--- src/smvf_pkg.sv ---
// shared constants of the serial measurement value framer
// assumes one 100 MHz clock shared by both ends of the link
package smvf_pkg;
	localparam int          CLK_HZ         = 100_000_000;
	localparam int          BAUD_DEFAULT   = 921_600;
	localparam int          BAUD_MAX       = 1_000_000;
	localparam int          DIV_W          = 16;
	localparam logic [15:0] BAUD_DIV_RESET =
		16'((CLK_HZ + BAUD_DEFAULT / 2) / BAUD_DEFAULT);
	localparam logic [15:0] BAUD_DIV_MIN   =
		16'((CLK_HZ + BAUD_MAX - 1) / BAUD_MAX);
	localparam int          VAL_W          = 18;
	localparam logic [1:0]  FLAG_LO        = 2'h0;
	localparam logic [1:0]  FLAG_MID       = 2'h1;
	localparam logic        FLAG_HI_TOP    = 1'h1;
	localparam logic [1:0]  STAGE_LO       = 2'h0;
	localparam logic [1:0]  STAGE_MID      = 2'h1;
	localparam logic [1:0]  STAGE_LAST     = 2'h2;
	localparam logic [3:0]  UART_LAST_BIT  = 4'h9;
	localparam logic [7:0]  ASCII_LF       = 8'h0A;
	localparam int          ADDR_W         = 8;
	localparam logic [7:0]  REG_CTRL       = 8'h00;
	localparam logic [7:0]  REG_BAUD       = 8'h04;
	localparam logic [7:0]  REG_STATUS     = 8'h08;
	localparam logic [7:0]  REG_RXDATA     = 8'h0C;
	localparam logic [7:0]  REG_TXCMD      = 8'h10;
	localparam logic [31:0] CTRL_RESET     = 32'h0000_0001;
	localparam logic [31:0] CTRL_USED      = 32'h0000_000F;
	localparam int          CTRL_EN_BIT    = 0;
	localparam int          CTRL_EXTRA_LSB = 1;
	localparam int          EXTRA_W        = 3;
	localparam int          ST_OVERRUN     = 0;
	localparam int          ST_RX_VALID    = 1;
	localparam int          ST_LINE_DONE   = 2;
	localparam int          ST_TX_BUSY     = 3;
	localparam int          ST_CMD_BUSY    = 4;
	localparam logic [1:0]  RESP_OKAY      = 2'h0;
	localparam logic [1:0]  RESP_SLVERR    = 2'h2;
	typedef enum logic [0:0] {
		SMVF_IDLE  = 1'b0,
		SMVF_SHIFT = 1'b1
	} smvf_state_t;
endpackage

--- src/smvf_link_if.sv ---
// the serial link between sensor end and host end
// assumes both ends run on the same clock; lines idle high
interface smvf_link_if;
	logic meas_line;
	logic cmd_line;
	modport device (output meas_line, input cmd_line);
	modport host   (input meas_line, output cmd_line);
endinterface

--- src/smvf_device.sv ---
// sensor end: frames values into flagged bytes, 8N1 serial out,
// takes ascii command bytes in, registers over axi4-lite
// assumes values arrive as one-cycle strobes, at most one per frame time
//
// How it works
// baud divider register, 1 MBaud cap, 921.6k reset
// every character 8N1, both directions
// values binary framed, commands ascii bytes
// accept values at 4 kHz measuring rate
// three bytes flagged 00, 01, 1x
// send low, middle, then high byte
// 16-bit values, 18 bits for errors
// high byte flag clear only for first
// cleared flag marks a new block
// additional values per block set by software
// value arriving while busy raises run-time error
// receiver strips flags, joins payload bits
// receiver treats two top bits as qualifiers
// values keep flowing during command traffic
// commands end with line feed
// bytes back to back after stop bit
module smvf_device
(
	input  wire logic                        aclk,
	input  wire logic                        aresetn,
	smvf_link_if.device                      link,
	input  wire logic [smvf_pkg::ADDR_W-1:0] s_axi_awaddr,
	input  wire logic                        s_axi_awvalid,
	output logic                             s_axi_awready,
	input  wire logic [31:0]                 s_axi_wdata,
	input  wire logic [3:0]                  s_axi_wstrb,
	input  wire logic                        s_axi_wvalid,
	output logic                             s_axi_wready,
	output logic [1:0]                       s_axi_bresp,
	output logic                             s_axi_bvalid,
	input  wire logic                        s_axi_bready,
	input  wire logic [smvf_pkg::ADDR_W-1:0] s_axi_araddr,
	input  wire logic                        s_axi_arvalid,
	output logic                             s_axi_arready,
	output logic [31:0]                      s_axi_rdata,
	output logic [1:0]                       s_axi_rresp,
	output logic                             s_axi_rvalid,
	input  wire logic                        s_axi_rready,
	input  wire logic                        val_valid,
	input  wire logic [smvf_pkg::VAL_W-1:0]  val_data,
	input  wire logic                        val_err
);
	import smvf_pkg::*;

	logic [31:0]        ctrl_reg;
	logic [15:0]        baud_reg;
	logic               overrun_reg;
	logic               rx_valid_reg;
	logic               line_done_reg;
	logic [7:0]         rx_byte_reg;
	logic [7:0]         cmd_byte_reg;
	logic               cmd_pend_reg;
	logic               aw_have_reg;
	logic               w_have_reg;
	logic [ADDR_W-1:0]  aw_addr_reg;
	logic [31:0]        w_data_reg;
	logic [3:0]         w_strb_reg;
	logic [31:0]        wmask;
	logic [31:0]        rd_word;
	logic [31:0]        stat_word;
	logic [VAL_W-1:0]   val_reg;
	logic               first_reg;
	logic               val_pend_reg;
	logic [1:0]         stage_reg;
	logic [EXTRA_W-1:0] blk_cnt_reg;
	logic [7:0]         frame_byte;
	smvf_state_t        tx_state_reg;
	logic [8:0]         tx_shift_reg;
	logic [3:0]         tx_bits_reg;
	logic [15:0]        tx_cnt_reg;
	logic               tx_src_meas_reg;
	logic               line_reg;
	smvf_state_t        rx_state_reg;
	logic [15:0]        rx_cnt_reg;
	logic [3:0]         rx_bits_reg;
	logic [7:0]         rx_shift_reg;
	logic               wr_fire;
	logic               rd_fire;
	logic               enable;
	logic [EXTRA_W-1:0] extra;
	logic               tx_end;
	logic               meas_done;
	logic               frame_end;
	logic               accept;
	logic               rx_got;
	logic [15:0]        baud_wr;

	////////////////////////////////////////////////////////////////////////
	// register bus

	assign wr_fire = aw_have_reg && w_have_reg && !s_axi_bvalid;
	assign rd_fire = s_axi_arvalid && s_axi_arready;

	genvar gi;
	generate
		for (gi = 0; gi < 4; gi++)
		begin : g_lane
			assign wmask[gi*8 +: 8] = {8{w_strb_reg[gi]}};
		end
	endgenerate

	always_ff @(posedge aclk)
		if (!aresetn)
		begin
			s_axi_awready <= 1'b0;
			aw_have_reg   <= 1'b0;
			aw_addr_reg   <= '0;
		end
		else if (s_axi_awvalid && s_axi_awready)
		begin
			s_axi_awready <= 1'b0;
			aw_have_reg   <= 1'b1;
			aw_addr_reg   <= s_axi_awaddr;
		end
		else
		begin
			if (wr_fire)
				aw_have_reg <= 1'b0;
			if (!aw_have_reg && !s_axi_bvalid)
				s_axi_awready <= 1'b1;
		end

	always_ff @(posedge aclk)
		if (!aresetn)
		begin
			s_axi_wready <= 1'b0;
			w_have_reg   <= 1'b0;
			w_data_reg   <= '0;
			w_strb_reg   <= '0;
		end
		else if (s_axi_wvalid && s_axi_wready)
		begin
			s_axi_wready <= 1'b0;
			w_have_reg   <= 1'b1;
			w_data_reg   <= s_axi_wdata;
			w_strb_reg   <= s_axi_wstrb;
		end
		else
		begin
			if (wr_fire)
				w_have_reg <= 1'b0;
			if (!w_have_reg && !s_axi_bvalid)
				s_axi_wready <= 1'b1;
		end

	always_ff @(posedge aclk)
		if (!aresetn)
		begin
			s_axi_bvalid <= 1'b0;
			s_axi_bresp  <= RESP_OKAY;
		end
		else if (wr_fire)
		begin
			s_axi_bvalid <= 1'b1;
			case (aw_addr_reg)
				REG_CTRL, REG_BAUD, REG_STATUS, REG_TXCMD:
					s_axi_bresp <= RESP_OKAY;
				default:
					s_axi_bresp <= RESP_SLVERR;
			endcase
		end
		else if (s_axi_bvalid && s_axi_bready)
			s_axi_bvalid <= 1'b0;

	// data selection: enable plus count of additional values per block
	always_ff @(posedge aclk)
		if (!aresetn)
			ctrl_reg <= CTRL_RESET;
		else if (wr_fire && aw_addr_reg == REG_CTRL)
			ctrl_reg <= ((ctrl_reg & ~wmask) | (w_data_reg & wmask))
				& CTRL_USED;

	assign baud_wr = (baud_reg & ~wmask[15:0])
		| (w_data_reg[15:0] & wmask[15:0]);

	// divisors below the 1 MBaud floor are clamped, not stored
	always_ff @(posedge aclk)
		if (!aresetn)
			baud_reg <= BAUD_DIV_RESET;
		else if (wr_fire && aw_addr_reg == REG_BAUD)
			baud_reg <= (baud_wr < BAUD_DIV_MIN) ? BAUD_DIV_MIN : baud_wr;

	// a command byte written while one is pending is dropped
	always_ff @(posedge aclk)
		if (!aresetn)
		begin
			cmd_pend_reg <= 1'b0;
			cmd_byte_reg <= '0;
		end
		else if (wr_fire && aw_addr_reg == REG_TXCMD && w_strb_reg[0] && !cmd_pend_reg)
		begin
			cmd_pend_reg <= 1'b1;
			cmd_byte_reg <= w_data_reg[7:0];
		end
		else if (tx_end && !tx_src_meas_reg)
			cmd_pend_reg <= 1'b0;

	always_comb
	begin
		stat_word               = '0;
		stat_word[ST_OVERRUN]   = overrun_reg;
		stat_word[ST_RX_VALID]  = rx_valid_reg;
		stat_word[ST_LINE_DONE] = line_done_reg;
		stat_word[ST_TX_BUSY]   = tx_state_reg != SMVF_IDLE;
		stat_word[ST_CMD_BUSY]  = cmd_pend_reg;
	end

	always_comb
		case (s_axi_araddr)
			REG_CTRL:   rd_word = ctrl_reg;
			REG_BAUD:   rd_word = {16'h0000, baud_reg};
			REG_STATUS: rd_word = stat_word;
			REG_RXDATA: rd_word = {24'h00_0000, rx_byte_reg};
			REG_TXCMD:  rd_word = {24'h00_0000, cmd_byte_reg};
			default:    rd_word = '0;
		endcase

	always_ff @(posedge aclk)
		if (!aresetn)
		begin
			s_axi_arready <= 1'b0;
			s_axi_rvalid  <= 1'b0;
			s_axi_rdata   <= '0;
			s_axi_rresp   <= RESP_OKAY;
		end
		else if (rd_fire)
		begin
			s_axi_arready <= 1'b0;
			s_axi_rvalid  <= 1'b1;
			s_axi_rdata   <= rd_word;
			s_axi_rresp   <= (s_axi_araddr > REG_TXCMD || s_axi_araddr[1:0] != 2'h0)
				? RESP_SLVERR : RESP_OKAY;
		end
		else if (s_axi_rvalid && s_axi_rready)
			s_axi_rvalid <= 1'b0;
		else if (!s_axi_rvalid)
			s_axi_arready <= 1'b1;

	////////////////////////////////////////////////////////////////////////
	// value framing

	assign enable    = ctrl_reg[CTRL_EN_BIT];
	assign extra     = ctrl_reg[CTRL_EXTRA_LSB +: EXTRA_W];
	assign meas_done = tx_end && tx_src_meas_reg;
	assign frame_end = meas_done && stage_reg == STAGE_LAST;
	// one value slot: a value may land in the cycle the last byte ends
	assign accept    = val_valid && enable && (!val_pend_reg || frame_end);

	always_ff @(posedge aclk)
		if (!aresetn)
			val_pend_reg <= 1'b0;
		else if (accept)
			val_pend_reg <= 1'b1;
		else if (frame_end)
			val_pend_reg <= 1'b0;

	always_ff @(posedge aclk)
		if (!aresetn)
		begin
			val_reg     <= '0;
			first_reg   <= 1'b1;
			blk_cnt_reg <= '0;
		end
		else if (accept)
		begin
			val_reg     <= val_err ? val_data : {2'b00, val_data[15:0]};
			first_reg   <= blk_cnt_reg == '0;
			blk_cnt_reg <= (blk_cnt_reg >= extra) ? '0 : blk_cnt_reg + 1'b1;
		end

	// set wins over the write-one-to-clear
	always_ff @(posedge aclk)
		if (!aresetn)
			overrun_reg <= 1'b0;
		else if (val_valid && enable && !accept)
			overrun_reg <= 1'b1;
		else if (wr_fire && aw_addr_reg == REG_STATUS && w_strb_reg[0]
			&& w_data_reg[ST_OVERRUN])
			overrun_reg <= 1'b0;

	always_ff @(posedge aclk)
		if (!aresetn)
			stage_reg <= STAGE_LO;
		else if (frame_end)
			stage_reg <= STAGE_LO;
		else if (meas_done)
			stage_reg <= stage_reg + 1'b1;

	always_comb
		case (stage_reg)
			STAGE_LO:  frame_byte = {FLAG_LO, val_reg[5:0]};
			STAGE_MID: frame_byte = {FLAG_MID, val_reg[11:6]};
			default:   frame_byte = {FLAG_HI_TOP, !first_reg, val_reg[17:12]};
		endcase

	////////////////////////////////////////////////////////////////////////
	// serial transmitter, values before command replies

	assign tx_end = tx_state_reg == SMVF_SHIFT && tx_cnt_reg == '0
		&& tx_bits_reg == '0;

	always_ff @(posedge aclk)
		if (!aresetn)
		begin
			tx_state_reg    <= SMVF_IDLE;
			line_reg        <= 1'b1;
			tx_shift_reg    <= '1;
			tx_bits_reg     <= '0;
			tx_cnt_reg      <= '0;
			tx_src_meas_reg <= 1'b0;
		end
		else
			case (tx_state_reg)
				SMVF_IDLE:
					if (val_pend_reg || cmd_pend_reg)
					begin
						tx_state_reg    <= SMVF_SHIFT;
						line_reg        <= 1'b0;
						tx_shift_reg    <= {1'b1, val_pend_reg ? frame_byte : cmd_byte_reg};
						tx_src_meas_reg <= val_pend_reg;
						tx_bits_reg     <= UART_LAST_BIT;
						tx_cnt_reg      <= baud_reg - 1'b1;
					end
				SMVF_SHIFT:
					if (tx_cnt_reg != '0)
						tx_cnt_reg <= tx_cnt_reg - 1'b1;
					else if (tx_bits_reg == '0)
						tx_state_reg <= SMVF_IDLE;
					else
					begin
						line_reg     <= tx_shift_reg[0];
						tx_shift_reg <= {1'b1, tx_shift_reg[8:1]};
						tx_bits_reg  <= tx_bits_reg - 1'b1;
						tx_cnt_reg   <= baud_reg - 1'b1;
					end
				default:
					tx_state_reg <= SMVF_IDLE;
			endcase

	assign link.meas_line = line_reg;

	////////////////////////////////////////////////////////////////////////
	// serial receiver for command bytes

	assign rx_got = rx_state_reg == SMVF_SHIFT && rx_cnt_reg == '0
		&& rx_bits_reg == UART_LAST_BIT && link.cmd_line;

	always_ff @(posedge aclk)
		if (!aresetn)
		begin
			rx_state_reg <= SMVF_IDLE;
			rx_cnt_reg   <= '0;
			rx_bits_reg  <= '0;
			rx_shift_reg <= '0;
		end
		else
			case (rx_state_reg)
				SMVF_IDLE:
					if (!link.cmd_line)
					begin
						rx_state_reg <= SMVF_SHIFT;
						rx_cnt_reg   <= {1'b0, baud_reg[15:1]};
						rx_bits_reg  <= '0;
					end
				SMVF_SHIFT:
					if (rx_cnt_reg != '0)
						rx_cnt_reg <= rx_cnt_reg - 1'b1;
					else
					begin
						rx_cnt_reg  <= baud_reg - 1'b1;
						rx_bits_reg <= rx_bits_reg + 1'b1;
						// a start bit gone high by mid-bit was a glitch
						if ((rx_bits_reg == '0 && link.cmd_line)
							|| rx_bits_reg == UART_LAST_BIT)
							rx_state_reg <= SMVF_IDLE;
						else if (rx_bits_reg != '0)
							rx_shift_reg <= {link.cmd_line, rx_shift_reg[7:1]};
					end
				default:
					rx_state_reg <= SMVF_IDLE;
			endcase

	always_ff @(posedge aclk)
		if (!aresetn)
			rx_byte_reg <= '0;
		else if (rx_got)
			rx_byte_reg <= rx_shift_reg;

	always_ff @(posedge aclk)
		if (!aresetn)
			rx_valid_reg <= 1'b0;
		else if (rx_got)
			rx_valid_reg <= 1'b1;
		else if (rd_fire && s_axi_araddr == REG_RXDATA)
			rx_valid_reg <= 1'b0;

	always_ff @(posedge aclk)
		if (!aresetn)
			line_done_reg <= 1'b0;
		else if (rx_got && rx_shift_reg == ASCII_LF)
			line_done_reg <= 1'b1;
		else if (wr_fire && aw_addr_reg == REG_STATUS && w_strb_reg[0]
			&& w_data_reg[ST_LINE_DONE])
			line_done_reg <= 1'b0;
endmodule

--- src/flat_wrapper.sv ---
// flat-port wrapper written by rule: the top's interface ports become plain ports
module smvf_device_flat import smvf_pkg::*;
  (aclk, aresetn, s_axi_awaddr, s_axi_awvalid, s_axi_awready, s_axi_wdata, s_axi_wstrb, s_axi_wvalid, s_axi_wready, s_axi_bresp, s_axi_bvalid, s_axi_bready, s_axi_araddr, s_axi_arvalid, s_axi_arready, s_axi_rdata, s_axi_rresp, s_axi_rvalid, s_axi_rready, val_valid, val_data, val_err, link_meas_line, link_cmd_line);
  smvf_link_if link_i ();
  input  wire logic aclk;
  input  wire logic aresetn;
  input  wire logic [smvf_pkg::ADDR_W-1:0] s_axi_awaddr;
  input  wire logic s_axi_awvalid;
  output logic s_axi_awready;
  input  wire logic [31:0] s_axi_wdata;
  input  wire logic [3:0] s_axi_wstrb;
  input  wire logic s_axi_wvalid;
  output logic s_axi_wready;
  output logic [1:0] s_axi_bresp;
  output logic s_axi_bvalid;
  input  wire logic s_axi_bready;
  input  wire logic [smvf_pkg::ADDR_W-1:0] s_axi_araddr;
  input  wire logic s_axi_arvalid;
  output logic s_axi_arready;
  output logic [31:0] s_axi_rdata;
  output logic [1:0] s_axi_rresp;
  output logic s_axi_rvalid;
  input  wire logic s_axi_rready;
  input  wire logic val_valid;
  input  wire logic [smvf_pkg::VAL_W-1:0] val_data;
  input  wire logic val_err;
  output wire logic [$bits(link_i.meas_line)-1:0] link_meas_line;
  input wire logic [$bits(link_i.cmd_line)-1:0] link_cmd_line;
  assign link_meas_line = link_i.meas_line;
  assign link_i.cmd_line = link_cmd_line;
  smvf_device u_core (.aclk(aclk), .aresetn(aresetn), .link(link_i), .s_axi_awaddr(s_axi_awaddr), .s_axi_awvalid(s_axi_awvalid), .s_axi_awready(s_axi_awready), .s_axi_wdata(s_axi_wdata), .s_axi_wstrb(s_axi_wstrb), .s_axi_wvalid(s_axi_wvalid), .s_axi_wready(s_axi_wready), .s_axi_bresp(s_axi_bresp), .s_axi_bvalid(s_axi_bvalid), .s_axi_bready(s_axi_bready), .s_axi_araddr(s_axi_araddr), .s_axi_arvalid(s_axi_arvalid), .s_axi_arready(s_axi_arready), .s_axi_rdata(s_axi_rdata), .s_axi_rresp(s_axi_rresp), .s_axi_rvalid(s_axi_rvalid), .s_axi_rready(s_axi_rready), .val_valid(val_valid), .val_data(val_data), .val_err(val_err));
endmodule
--- config.mk ---
export PLATFORM = sky130hd
export DESIGN_NAME = smvf_device_flat
export DESIGN_NICKNAME = d
export VERILOG_FILES = /design/src/smvf_pkg.sv /design/src/smvf_link_if.sv /design/src/smvf_device.sv /design/src/flat_wrapper.sv
export SDC_FILE = /design/constraint.sdc
export NUM_CORES = 1
export LEC_CHECK = 0
export BUFFER_PORTS_ARGS = -buffer_cell sky130_fd_sc_hd__buf_2
export CORE_MARGIN = 5
export CORE_UTILIZATION = 60
export CTS_BUF_LIST = sky130_fd_sc_hd__clkbuf_4
export DETAILED_ROUTE_END_ITERATION = 7
export GPL_ROUTABILITY_DRIVEN = 0
export PLACE_DENSITY_LB_ADDON = 0.25
export RECOVER_POWER = 100
export SETUP_SLACK_MARGIN = 0.15
export SYNTH_ARGS = -nofsm -noshare
export SYNTH_HDL_FRONTEND = slang
export SYNTH_SLANG_ARGS = --single-unit
--- constraint.sdc ---
create_clock -name aclk -period 2.85 [get_ports aclk]
set_input_delay 0.57 -clock aclk [delete_from_list [all_inputs] [get_ports aclk]]
set_output_delay 0.57 -clock aclk [all_outputs]
set_load 0.05 [all_outputs]
==> flow_metrics.env, run 1 <==
export IMPL_synth_top_cell_area_share_pct=41.0
export IMPL_cts_buffer_depth=2
export IMPL_track_usage_pct=25.9
export IMPL_rows=43
export IMPL_drv_cap=0
export IMPL_drt_iter0_drc=746
export IMPL_synth_seq_cells=176
export IMPL_cts_root_buf="clkbuf_4"
export IMPL_status="complete, no violations"
export IMPL_area_growth_syn_to_layout_pct=8.95
export IMPL_yosys_area_top_type="dfxtp_1"
export IMPL_end_kind="register"
export IMPL_hold_class="input pin to register"
export IMPL_largest_register_ffs=18
export IMPL_die_h_um=130
export IMPL_drtPass1Iterations=7
export IMPL_cts_sinks=176
export IMPL_cts_tree="built"
export IMPL_overflow=0
export IMPL_synth_area_per_cell_um2=8.20
export IMPL_async_reset_ff_share_pct=0
export IMPL_drive_gt1_share_pct=11.7
export IMPL_drc=0
export IMPL_clock_skew_ps=17.4
export IMPL_timing_slew_headroom_pct=15.7
export IMPL_ys_warn_count=0
export IMPL_leakage_nw=3.75
export IMPL_cp_start_kind="register"
export IMPL_seq_area_frac_synth_pct=41.0
export IMPL_core_area_um2=13900
export IMPL_grt_pass1_wl_mm=34.8
export IMPL_synth_area_leaders="dfxtp_1 41%, nand2_1 7.0%, a21oi_1 5.5%, mux2i_1 5.4%, nor2_1 5.1%"
export IMPL_viasPerCell=5.93
export IMPL_slew_violations=0
export IMPL_path_class="register to register"
export IMPL_die_x_um=130
export IMPL_cts_htree_levels=4
export IMPL_die_area_um2=16800
export IMPL_rsz0062_at_grt="no"
export IMPL_finalSetupTns_ps=0
export IMPL_fin_ws_ps=228
export IMPL_n_fill_cell=1284
export IMPL_cp_data_required_time_ps=3340
export IMPL_synth_edf_count=0
export IMPL_fin_cells=1319
export IMPL_vias=7825
export IMPL_cts_buffers=17
export IMPL_crit_arrival_ps=3110
export IMPL_synth_ff_type="dfxtp_1"
export IMPL_dp_cells=1286
export IMPL_max_clock_freq_mhz=381
export IMPL_ys_types=73
export IMPL_io_buffers=85
export IMPL_worst_pin_slew_ps=1260
export IMPL_syn_area_um2=8580
export IMPL_insertion_delay_ps=600
export IMPL_clk_pin_slew_ps=150
export IMPL_synthCells=1047
export IMPL_final_nets=1222
export IMPL_ir_drop_mv=0.504
export IMPL_cts_hold_buf=0
export IMPL_utilization_pct=67.1
export IMPL_grt_pass1_vias=7108
export IMPL_hold_viol_final=0
export IMPL_path_max_fanout=7
export IMPL_multi_input_area_um2=4580
export IMPL_power_density_nw_per_um2=549
export IMPL_wl_per_cell_um=16.6
export IMPL_grt_start_max_net_pins=32
export IMPL_min_period_over_period_pct=92.0
export IMPL_place_worst_setup_slack_ps=290
export IMPL_wirelength_mm=21.8
export IMPL_period_needed_ps=2620
export IMPL_ant_nets=0
export IMPL_dp_hpwl_mm=15.8
export IMPL_initial_utilization_pct=61.6
export IMPL_antenna_found_initial=1
export IMPL_regArea_um2=3520
export IMPL_setup_violations_final=0
export IMPL_top_level_ports=122
## kinds of logic (layout without fill, tap and decap cells)
kind of cell	count (synthesis)	after routing	synth area share, %
compound gates	246	246	18.2
xor+xnor	22	22	2.24
other cells	1	19	0.0437
mux	57	57	7.33
buf+inv	110	184	5.89
fa+ha+maj	17	17	2.48
flops	176	176	41.0
simple gates	418	418	22.8
## metal layers
layer	share of wire (%)	track usage, %
met1	45	36.1
met2	46	39.7
met3	7.0	5.98
met4	2.0	9.17
met5	0	0
## final cells by class
class | instances | area share (%)
clock inverter | 15 | 1.66
antenna | 1 | 0.0268
clock buffer | 17 | 1.36
inverter | 32 | 1.30
multi-input combinational | 778 | 49.0
timing repair buffer | 120 | 6.58
sequential | 176 | 37.7
tap | 180 | 2.41
## cells in the final DEF (no fill, tap or decap), types with 8 or more instances in the layout
master / instances
mux2i_1: 46
o21ai_0: 57
a22oi_1: 16
buf_4: 19
conb_1: 18
nand4_1: 9
clkbuf_1: 38
inv_1: 31
a21oi_1: 94
nand3_1: 30
a32o_1: 10
xor2_1: 12
nor4_1: 11
nor2_1: 118
nor3_1: 38
a221oi_1: 8
buf_2: 60
dfxtp_1: 176
ha_1: 17
clkbuf_4: 17
xnor2_1: 10
nand2_1: 160
## report_power, final
| group | switching (mW) | internal [mW] | leakage [nW] |
|---|---|---|---|
| sequential | 0.117 | 2.58 | 1.43 |
| clock | 0.917 | 0.531 | 0.153 |
| combinational | 0.645 | 0.340 | 2.16 |
## worst max-delay path, stage by stage, from the launching register on
cell,delay (ps)
dfxtp_1,380
or4_1,600
clkbuf_1,210
nor4_4,580
nor2_1,170
a32o_1,260
a221oi_1,250
nor2_1,60
## metrics by stage
step,hold WS (ps),instance area [µm²],power [mW]
finish,181,9350,5.13
detailed placement,445,9190,3.75
global placement,440,9190,3.73
floorplan,431,8650,3.49
CTS,139,9470,5.17
global route,133,9350,5.37
## synthesized netlist by cell type, drive strengths merged, types with 7 or more instances
| cell type | count |
|---|---|
| a21oi | 94 |
| xnor2 | 10 |
| o21ai | 58 |
| dfxtp | 176 |
| a311oi | 7 |
| nor3 | 38 |
| mux2 | 7 |
| nand4 | 9 |
| inv | 32 |
| a22oi | 16 |
| nor2 | 118 |
| nand2 | 161 |
| ha | 17 |
| nand3 | 30 |
| mux2i | 46 |
| nor4 | 12 |
| xor2 | 12 |
| buf | 28 |
| clkbuf | 50 |
| a32o | 10 |
| a221oi | 8 |
## what timing repair did
item                       in CTS  in global routing
gates resized for setup         0                  2
hold endpoints to repair        0                  0
setup endpoints to repair       0                  4
buffers inserted                0                  0
## path summary, 6_finish.rpt
check / slack [ps] / depth (start not counted) / endpoint / start
worst max register to register: 230 / 7 / u_core.rx_cnt_reg[12]$_SDFFE_PN0P_ / u_core.rx_cnt_reg[7]$_SDFFE_PN0P_
worst max-delay path: 230 / 7 / u_core.rx_cnt_reg[12]$_SDFFE_PN0P_ / u_core.rx_cnt_reg[7]$_SDFFE_PN0P_
worst min-delay path: 180 / 3 / u_core.w_data_reg[8]$_SDFFE_PN0P_ / s_axi_wdata[8]
worst min register to register: 460 / 2 / u_core.aw_addr_reg[0]$_SDFFE_PN0P_ / u_core.aw_addr_reg[0]$_SDFFE_PN0P_
(Power assumes the default switching activity.)
==> run 2: changes to the inputs <==
--- a/config.mk
+++ b/config.mk
@@ -8,7 +8,7 @@
 export BUFFER_PORTS_ARGS = -buffer_cell sky130_fd_sc_hd__buf_2
 export CORE_MARGIN = 5
 export CORE_UTILIZATION = 60
-export CTS_BUF_LIST = sky130_fd_sc_hd__clkbuf_4
+export CTS_BUF_LIST = sky130_fd_sc_hd__clkbuf_8
 export DETAILED_ROUTE_END_ITERATION = 7
 export GPL_ROUTABILITY_DRIVEN = 0
 export PLACE_DENSITY_LB_ADDON = 0.25
==> flow_metrics.env, run 2 (synthesis results as in run 1) <==
export IMPL_path_max_fanout=15
export IMPL_fin_cells=1318
export IMPL_slew_violations=0
export IMPL_dp_hpwl_mm=15.8
export IMPL_holdWs_ps=311
export IMPL_rsz0062_at_grt="no"
export IMPL_swShare_pct=31.5
export IMPL_cts_sinks=176
export IMPL_wl_per_cell_um=16.9
export IMPL_core_area_um2=13900
export IMPL_drtPass1Iterations=6
export IMPL_period_needed_ps=2640
export IMPL_dpl_cell_area_um2=9190
export IMPL_path_class="register to register"
export IMPL_antenna_cells=0
export IMPL_max_clock_freq_mhz=379
export IMPL_crit_family="buffers and inverters"
export IMPL_power_switching_mw=1.73
export IMPL_min_period_over_period_pct=92.7
export IMPL_cp_start_kind="register"
export IMPL_final_nets=1222
export IMPL_crit_top_cell="clkbuf_1"
export IMPL_fin_ws_ps=209
export IMPL_cts_buffers=17
export IMPL_power_share_clock_pct=32.8
export IMPL_status="complete, no violations"
export IMPL_top_level_ports=122
export IMPL_cts_htree_levels=4
export IMPL_path_buf_inv=3
export IMPL_worst_pin_slew_ps=1280
export IMPL_n_fill_cell=1256
export IMPL_drive_gt1_share_pct=12.0
export IMPL_hold_viol_final=0
export IMPL_largest_register_ffs=18
export IMPL_cts_hold_buf=0
export IMPL_drv_cap=0
export IMPL_track_usage_pct=26.4
export IMPL_crit_chain="inv_1 -> ha_1 -> nand4_1 -> clkbuf_1 -> o21a_1 -> clkbuf_1 -> o21ai_0 -> a32o_1"
export IMPL_dp_cells=1286
export IMPL_antenna_found_initial=0
export IMPL_p_total_mw=5.50
export IMPL_setup_violations_final=0
export IMPL_cp_data_required_time_ps=3240
export IMPL_slowest_stage="o21a_1"
export IMPL_area_growth_syn_to_layout_pct=10.4
export IMPL_overflow=0
export IMPL_insertion_delay_ps=480
export IMPL_final_common_cell="dfxtp_1"
export IMPL_internal_power_mw=3.76
export IMPL_timing_slew_headroom_pct=14.5
export IMPL_finalSetupTns_ps=0
export IMPL_drc=0
export IMPL_crit_arrival_ps=3030
export IMPL_end_kind="register"
export IMPL_pwr_share_comb_pct=18.1
export IMPL_final_cell_mix="176 x dfxtp_1, 160 x nand2_1, 118 x nor2_1"
export IMPL_die_x_um=130
export IMPL_drt_iter0_drc=690
export IMPL_leakage_nw=3.80
export IMPL_initial_utilization_pct=61.6
export IMPL_p_seq_share_pct=49.1
export IMPL_die_area_um2=16800
export IMPL_cts_tree="built"
export IMPL_viasPerCell=5.95
export IMPL_rows=43
export IMPL_hold_class="input pin to register"
export IMPL_grt_pass1_vias=7207
export IMPL_grt_pass1_wl_mm=35.3
export IMPL_cts_root_buf="clkbuf_8"
export IMPL_clock_skew_ps=9.71
export IMPL_cts_buffer_depth=2
export IMPL_ant_nets=0
export IMPL_regArea_um2=3520
export IMPL_ir_drop_mv=0.523
export IMPL_fin_area_um2=9480
export IMPL_wirelength_mm=22.2
export IMPL_utilization_pct=68.0
export IMPL_multi_input_area_um2=4600
export IMPL_power_density_nw_per_um2=580
export IMPL_crit_path_max_incr_delay_ps=510
export IMPL_place_worst_setup_slack_ps=290
export IMPL_io_buffers=85
export IMPL_die_h_um=130
export IMPL_grt_start_max_net_pins=32
export IMPL_vias=7841
export IMPL_clk_pin_slew_ps=100
run 2: cell count changes in the layout (fill, tap and decap cells not counted), sizes merged:
cell / delta
clkbuf: +2
clkinv: -2
diode: -1
run 2: layout make-up:
type                            instances  share of cell area, %
Inverter                               32                   1.28
Clock buffer                           19                   2.76
Multi-Input combinational cell        778                   48.5
Timing Repair Buffer                  120                   6.34
Clock inverter                         13                   1.56
Sequential cell                       176                   37.2
Tap cell                              180                   2.38
run 2: metal layers:
layer	vias to the layer above	global-route usage [%]	routed length [µm]	part of all wire, %
met4	0	9.54	456	2.1
li1	3835	-	-	-
met2	315	41.0	10300	46
met3	47	5.94	1660	7.5
met5	-	0	0	0
met1	3644	36.1	9860	44
run 2: power groups by stage:
stage	Sequential (mW)	Clock, mW	Combinational [mW]
6_report	2.70	1.80	0.995
3_5_place_dp	2.75	0	1.00
4_1_cts	2.69	1.81	1.01
2_1_floorplan	2.75	0	0.737
3_3_place_gp	2.75	0	0.985
5_1_grt	2.72	1.91	1.10
run 2: final timing paths:
path / to / from / cells after the start / slack [ps]
worst max-delay path: u_core.tx_cnt_reg[13]$_SDFFE_PN0P_ / u_core.tx_cnt_reg[0]$_SDFFE_PN0P_ / 8 / 210
worst max register to register: u_core.tx_cnt_reg[13]$_SDFFE_PN0P_ / u_core.tx_cnt_reg[0]$_SDFFE_PN0P_ / 8 / 210
worst min register to register: u_core.aw_addr_reg[0]$_SDFFE_PN0P_ / u_core.aw_addr_reg[0]$_SDFFE_PN0P_ / 2 / 460
worst min-delay path: u_core.val_reg[3]$_SDFFE_PN0P_ / val_data[3] / 3 / 310
run 2: worst register-to-register path, delay by kind of cell, from the launching register on:
family          cells  cell delay, ps
buf+inv             3             950
fa+ha+maj           1             210
flops               1             390
compound gates      3             930
simple gates        1              70
run 2: what timing repair did:
item	CTS	global route
gates resized for setup	0	2
endpoints found under the setup margin	0	4
buffers inserted	0	0
==> run 3: changes to the inputs <==
--- a/config.mk
+++ b/config.mk
@@ -5,6 +5,7 @@
 export SDC_FILE = /design/constraint.sdc
 export NUM_CORES = 1
 export LEC_CHECK = 0
+export ABC_AREA = 1
 export BUFFER_PORTS_ARGS = -buffer_cell sky130_fd_sc_hd__buf_2
 export CORE_MARGIN = 5
 export CORE_UTILIZATION = 60
@@ -14,6 +15,7 @@
 export PLACE_DENSITY_LB_ADDON = 0.25
 export RECOVER_POWER = 100
 export SETUP_SLACK_MARGIN = 0.15
+export SLEW_MARGIN = 20
 export SYNTH_ARGS = -nofsm -noshare
 export SYNTH_HDL_FRONTEND = slang
 export SYNTH_SLANG_ARGS = --single-unit
==> flow_metrics.env, run 3 <==
export IMPL_status="complete, no violations"
export IMPL_power_density_nw_per_um2=575
export IMPL_die_h_um=134
export IMPL_leakage_nw=4.23
export IMPL_top_level_ports=122
export IMPL_synth_most_common_cell="nand2_1"
export IMPL_drv_cap=0
export IMPL_hold_class="input pin to register"
export IMPL_cts_sinks=176
export IMPL_cts_tree="built"
export IMPL_antenna_cells=0
export IMPL_seq_area_frac_synth_pct=38.3
export IMPL_synth_ff_type="dfxtp_1"
export IMPL_cts_hold_buf=0
export IMPL_die_x_um=134
export IMPL_drt_iter0_drc=852
export IMPL_drive_gt1_share_pct=8.43
export IMPL_cts_buffers=17
export IMPL_die_area_um2=17900
export IMPL_cts_htree_levels=4
export IMPL_insertion_delay_ps=470
export IMPL_clk_pin_slew_ps=100
export IMPL_cts_root_buf="clkbuf_8"
export IMPL_synth_common_cells="287 x nand2_1, 176 x dfxtp_1, 154 x nor2_1"
export IMPL_rows=45
export IMPL_viasPerCell=5.69
export IMPL_final_common_cell="nand2_1"
export IMPL_utilization_pct=65.7
export IMPL_hold_viol_final=0
export IMPL_syn_area_um2=9210
export IMPL_initial_utilization_pct=60.8
export IMPL_max_clock_freq_mhz=429
export IMPL_dp_hpwl_mm=17.0
export IMPL_largest_register_ffs=18
export IMPL_cts_resized_gates=0
export IMPL_synthCells=1351
export IMPL_end_kind="register"
export IMPL_async_reset_ff_share_pct=0
export IMPL_slew_violations=0
export IMPL_finalSetupTns_ps=0
export IMPL_period_needed_ps=2330
export IMPL_min_period_over_period_pct=81.9
export IMPL_cts_setup_buffers=0
export IMPL_crit_arrival_ps=2650
export IMPL_antenna_found_initial=0
export IMPL_ys_warn_count=0
export IMPL_drtPass1Iterations=6
export IMPL_overflow=0
export IMPL_track_usage_pct=26.3
export IMPL_worst_pin_slew_ps=1490
export IMPL_synth_top_cell_area_share_pct=38.3
export IMPL_rsz0062_at_grt="no"
export IMPL_cp_start_kind="register"
export IMPL_yosys_area_top_type="dfxtp_1"
export IMPL_grt_pass1_vias=8155
export IMPL_path_max_fanout=16
export IMPL_drc=0
export IMPL_cp_data_required_time_ps=3170
export IMPL_final_nets=1508
export IMPL_ir_drop_mv=0.365
export IMPL_clock_skew_ps=9.44
export IMPL_timing_slew_headroom_pct=0.936
export IMPL_io_buffers=85
export IMPL_wirelength_mm=24.0
export IMPL_cts_buffer_depth=2
export IMPL_wl_per_cell_um=14.9
export IMPL_path_class="register to register"
export IMPL_synth_seq_cells=176
export IMPL_synth_edf_count=0
export IMPL_core_area_um2=15100
export IMPL_grt_pass1_wl_mm=39.0
export IMPL_ant_nets=0
export IMPL_setup_violations_final=0
export IMPL_grt_start_max_net_pins=83
export IMPL_final_cell_mix="289 x nand2_1, 176 x dfxtp_1, 155 x nor2_1"
export IMPL_synth_area_leaders="dfxtp_1 38%, nand2_1 12%, a21oi_1 8.2%, nand3_1 6.9%, nor2_1 6.3%"
export IMPL_ys_types=45
export IMPL_vias=9167
export IMPL_area_growth_syn_to_layout_pct=8.11
export IMPL_synth_area_per_cell_um2=6.82
-- run 3: cell types whose count changed after synthesis, moves of 10 or more --
| cell | delta |
|---|---|
| a21oi_1 | +56 |
| a22oi_1 | -16 |
| a32o_1 | -10 |
| clkbuf_1 | -19 |
| inv_1 | +89 |
| mux2i_1 | -46 |
| nand2_1 | +127 |
| nand3_1 | +98 |
| nand4_1 | +14 |
| nor2_1 | +37 |
| nor3_1 | -25 |
| o211ai_1 | +13 |
| o21ai_0 | +51 |
-- run 3: worst paths after layout --
| path | start | end | slack [ps] | cells past startpoint |
|---|---|---|---|---|
| max | u_core.w_have_reg$_SDFFE_PN0P_ | u_core.baud_reg[0]$_SDFFE_PN1P_ | 520 | 9 |
| min | s_axi_awaddr[0] | u_core.aw_addr_reg[0]$_SDFFE_PN0P_ | 340 | 3 |
| max reg2reg | u_core.w_have_reg$_SDFFE_PN0P_ | u_core.baud_reg[0]$_SDFFE_PN1P_ | 520 | 9 |
| min reg2reg | u_core.val_reg[6]$_SDFFE_PN0P_ | u_core.val_reg[6]$_SDFFE_PN0P_ | 470 | 2 |
-- run 3: area by class of cell --
cell class | instances | area (µm²)
fill | 1390 | 5190
multi-input combinational | 989 | 4800
sequential | 176 | 3520
timing repair buffer | 101 | 522
inverter | 126 | 473
clock buffer | 18 | 248
tap | 188 | 235
clock inverter | 13 | 149
-- run 3: routing by layer --
metal / up-vias / track usage (%) / routed length [µm]
met3: 48 / 5.10 / 1830
met1: 4192 / 36.2 / 10600
li1: 4552 / - / -
met2: 375 / 41.4 / 10800
met5: - / 0 / 0
met4: 0 / 9.49 / 656
-- run 3: cell families after synthesis --
| family | share of synthesized area [%] |
|---|---|
| other | 0.0407 |
| flip-flops | 38.3 |
| XOR/XNOR | 2.19 |
| AND/OR/NAND/NOR | 30.0 |
| adder cells (fa/ha/maj) | 2.31 |
| buffers and inverters | 9.78 |
| AO/OA/AOI/OAI | 17.4 |
-- run 3: report_power, final --
| group | switching [mW] | internal (mW) |
|---|---|---|
| clock network | 0.966 | 0.817 |
| logic | 0.846 | 0.381 |
| registers | 0.115 | 2.60 |
-- run 3: critical path, cell delays in order, from the launching register on --
cell     delay [ps]
dfxtp_1         370
nand2_1          60
nor2_1          290
inv_1           210
nor3_2          780
nand2_1         190
nand2_1         120
nand2_1          50
nand2_1          50
nand2_1          50
-- run 3: stage by stage --
stage	power [mW]	instances	cell area, µm²	worst slack (ps)	hold slack [ps]
floorplan	3.72	1368	9270	1140	429
global placement	3.96	1580	9650	709	441
detailed placement	3.98	1580	9650	692	454
CTS	5.73	1611	10000	648	335
global route	6.00	1611	9950	212	330
finish	5.72	1611	9950	517	345
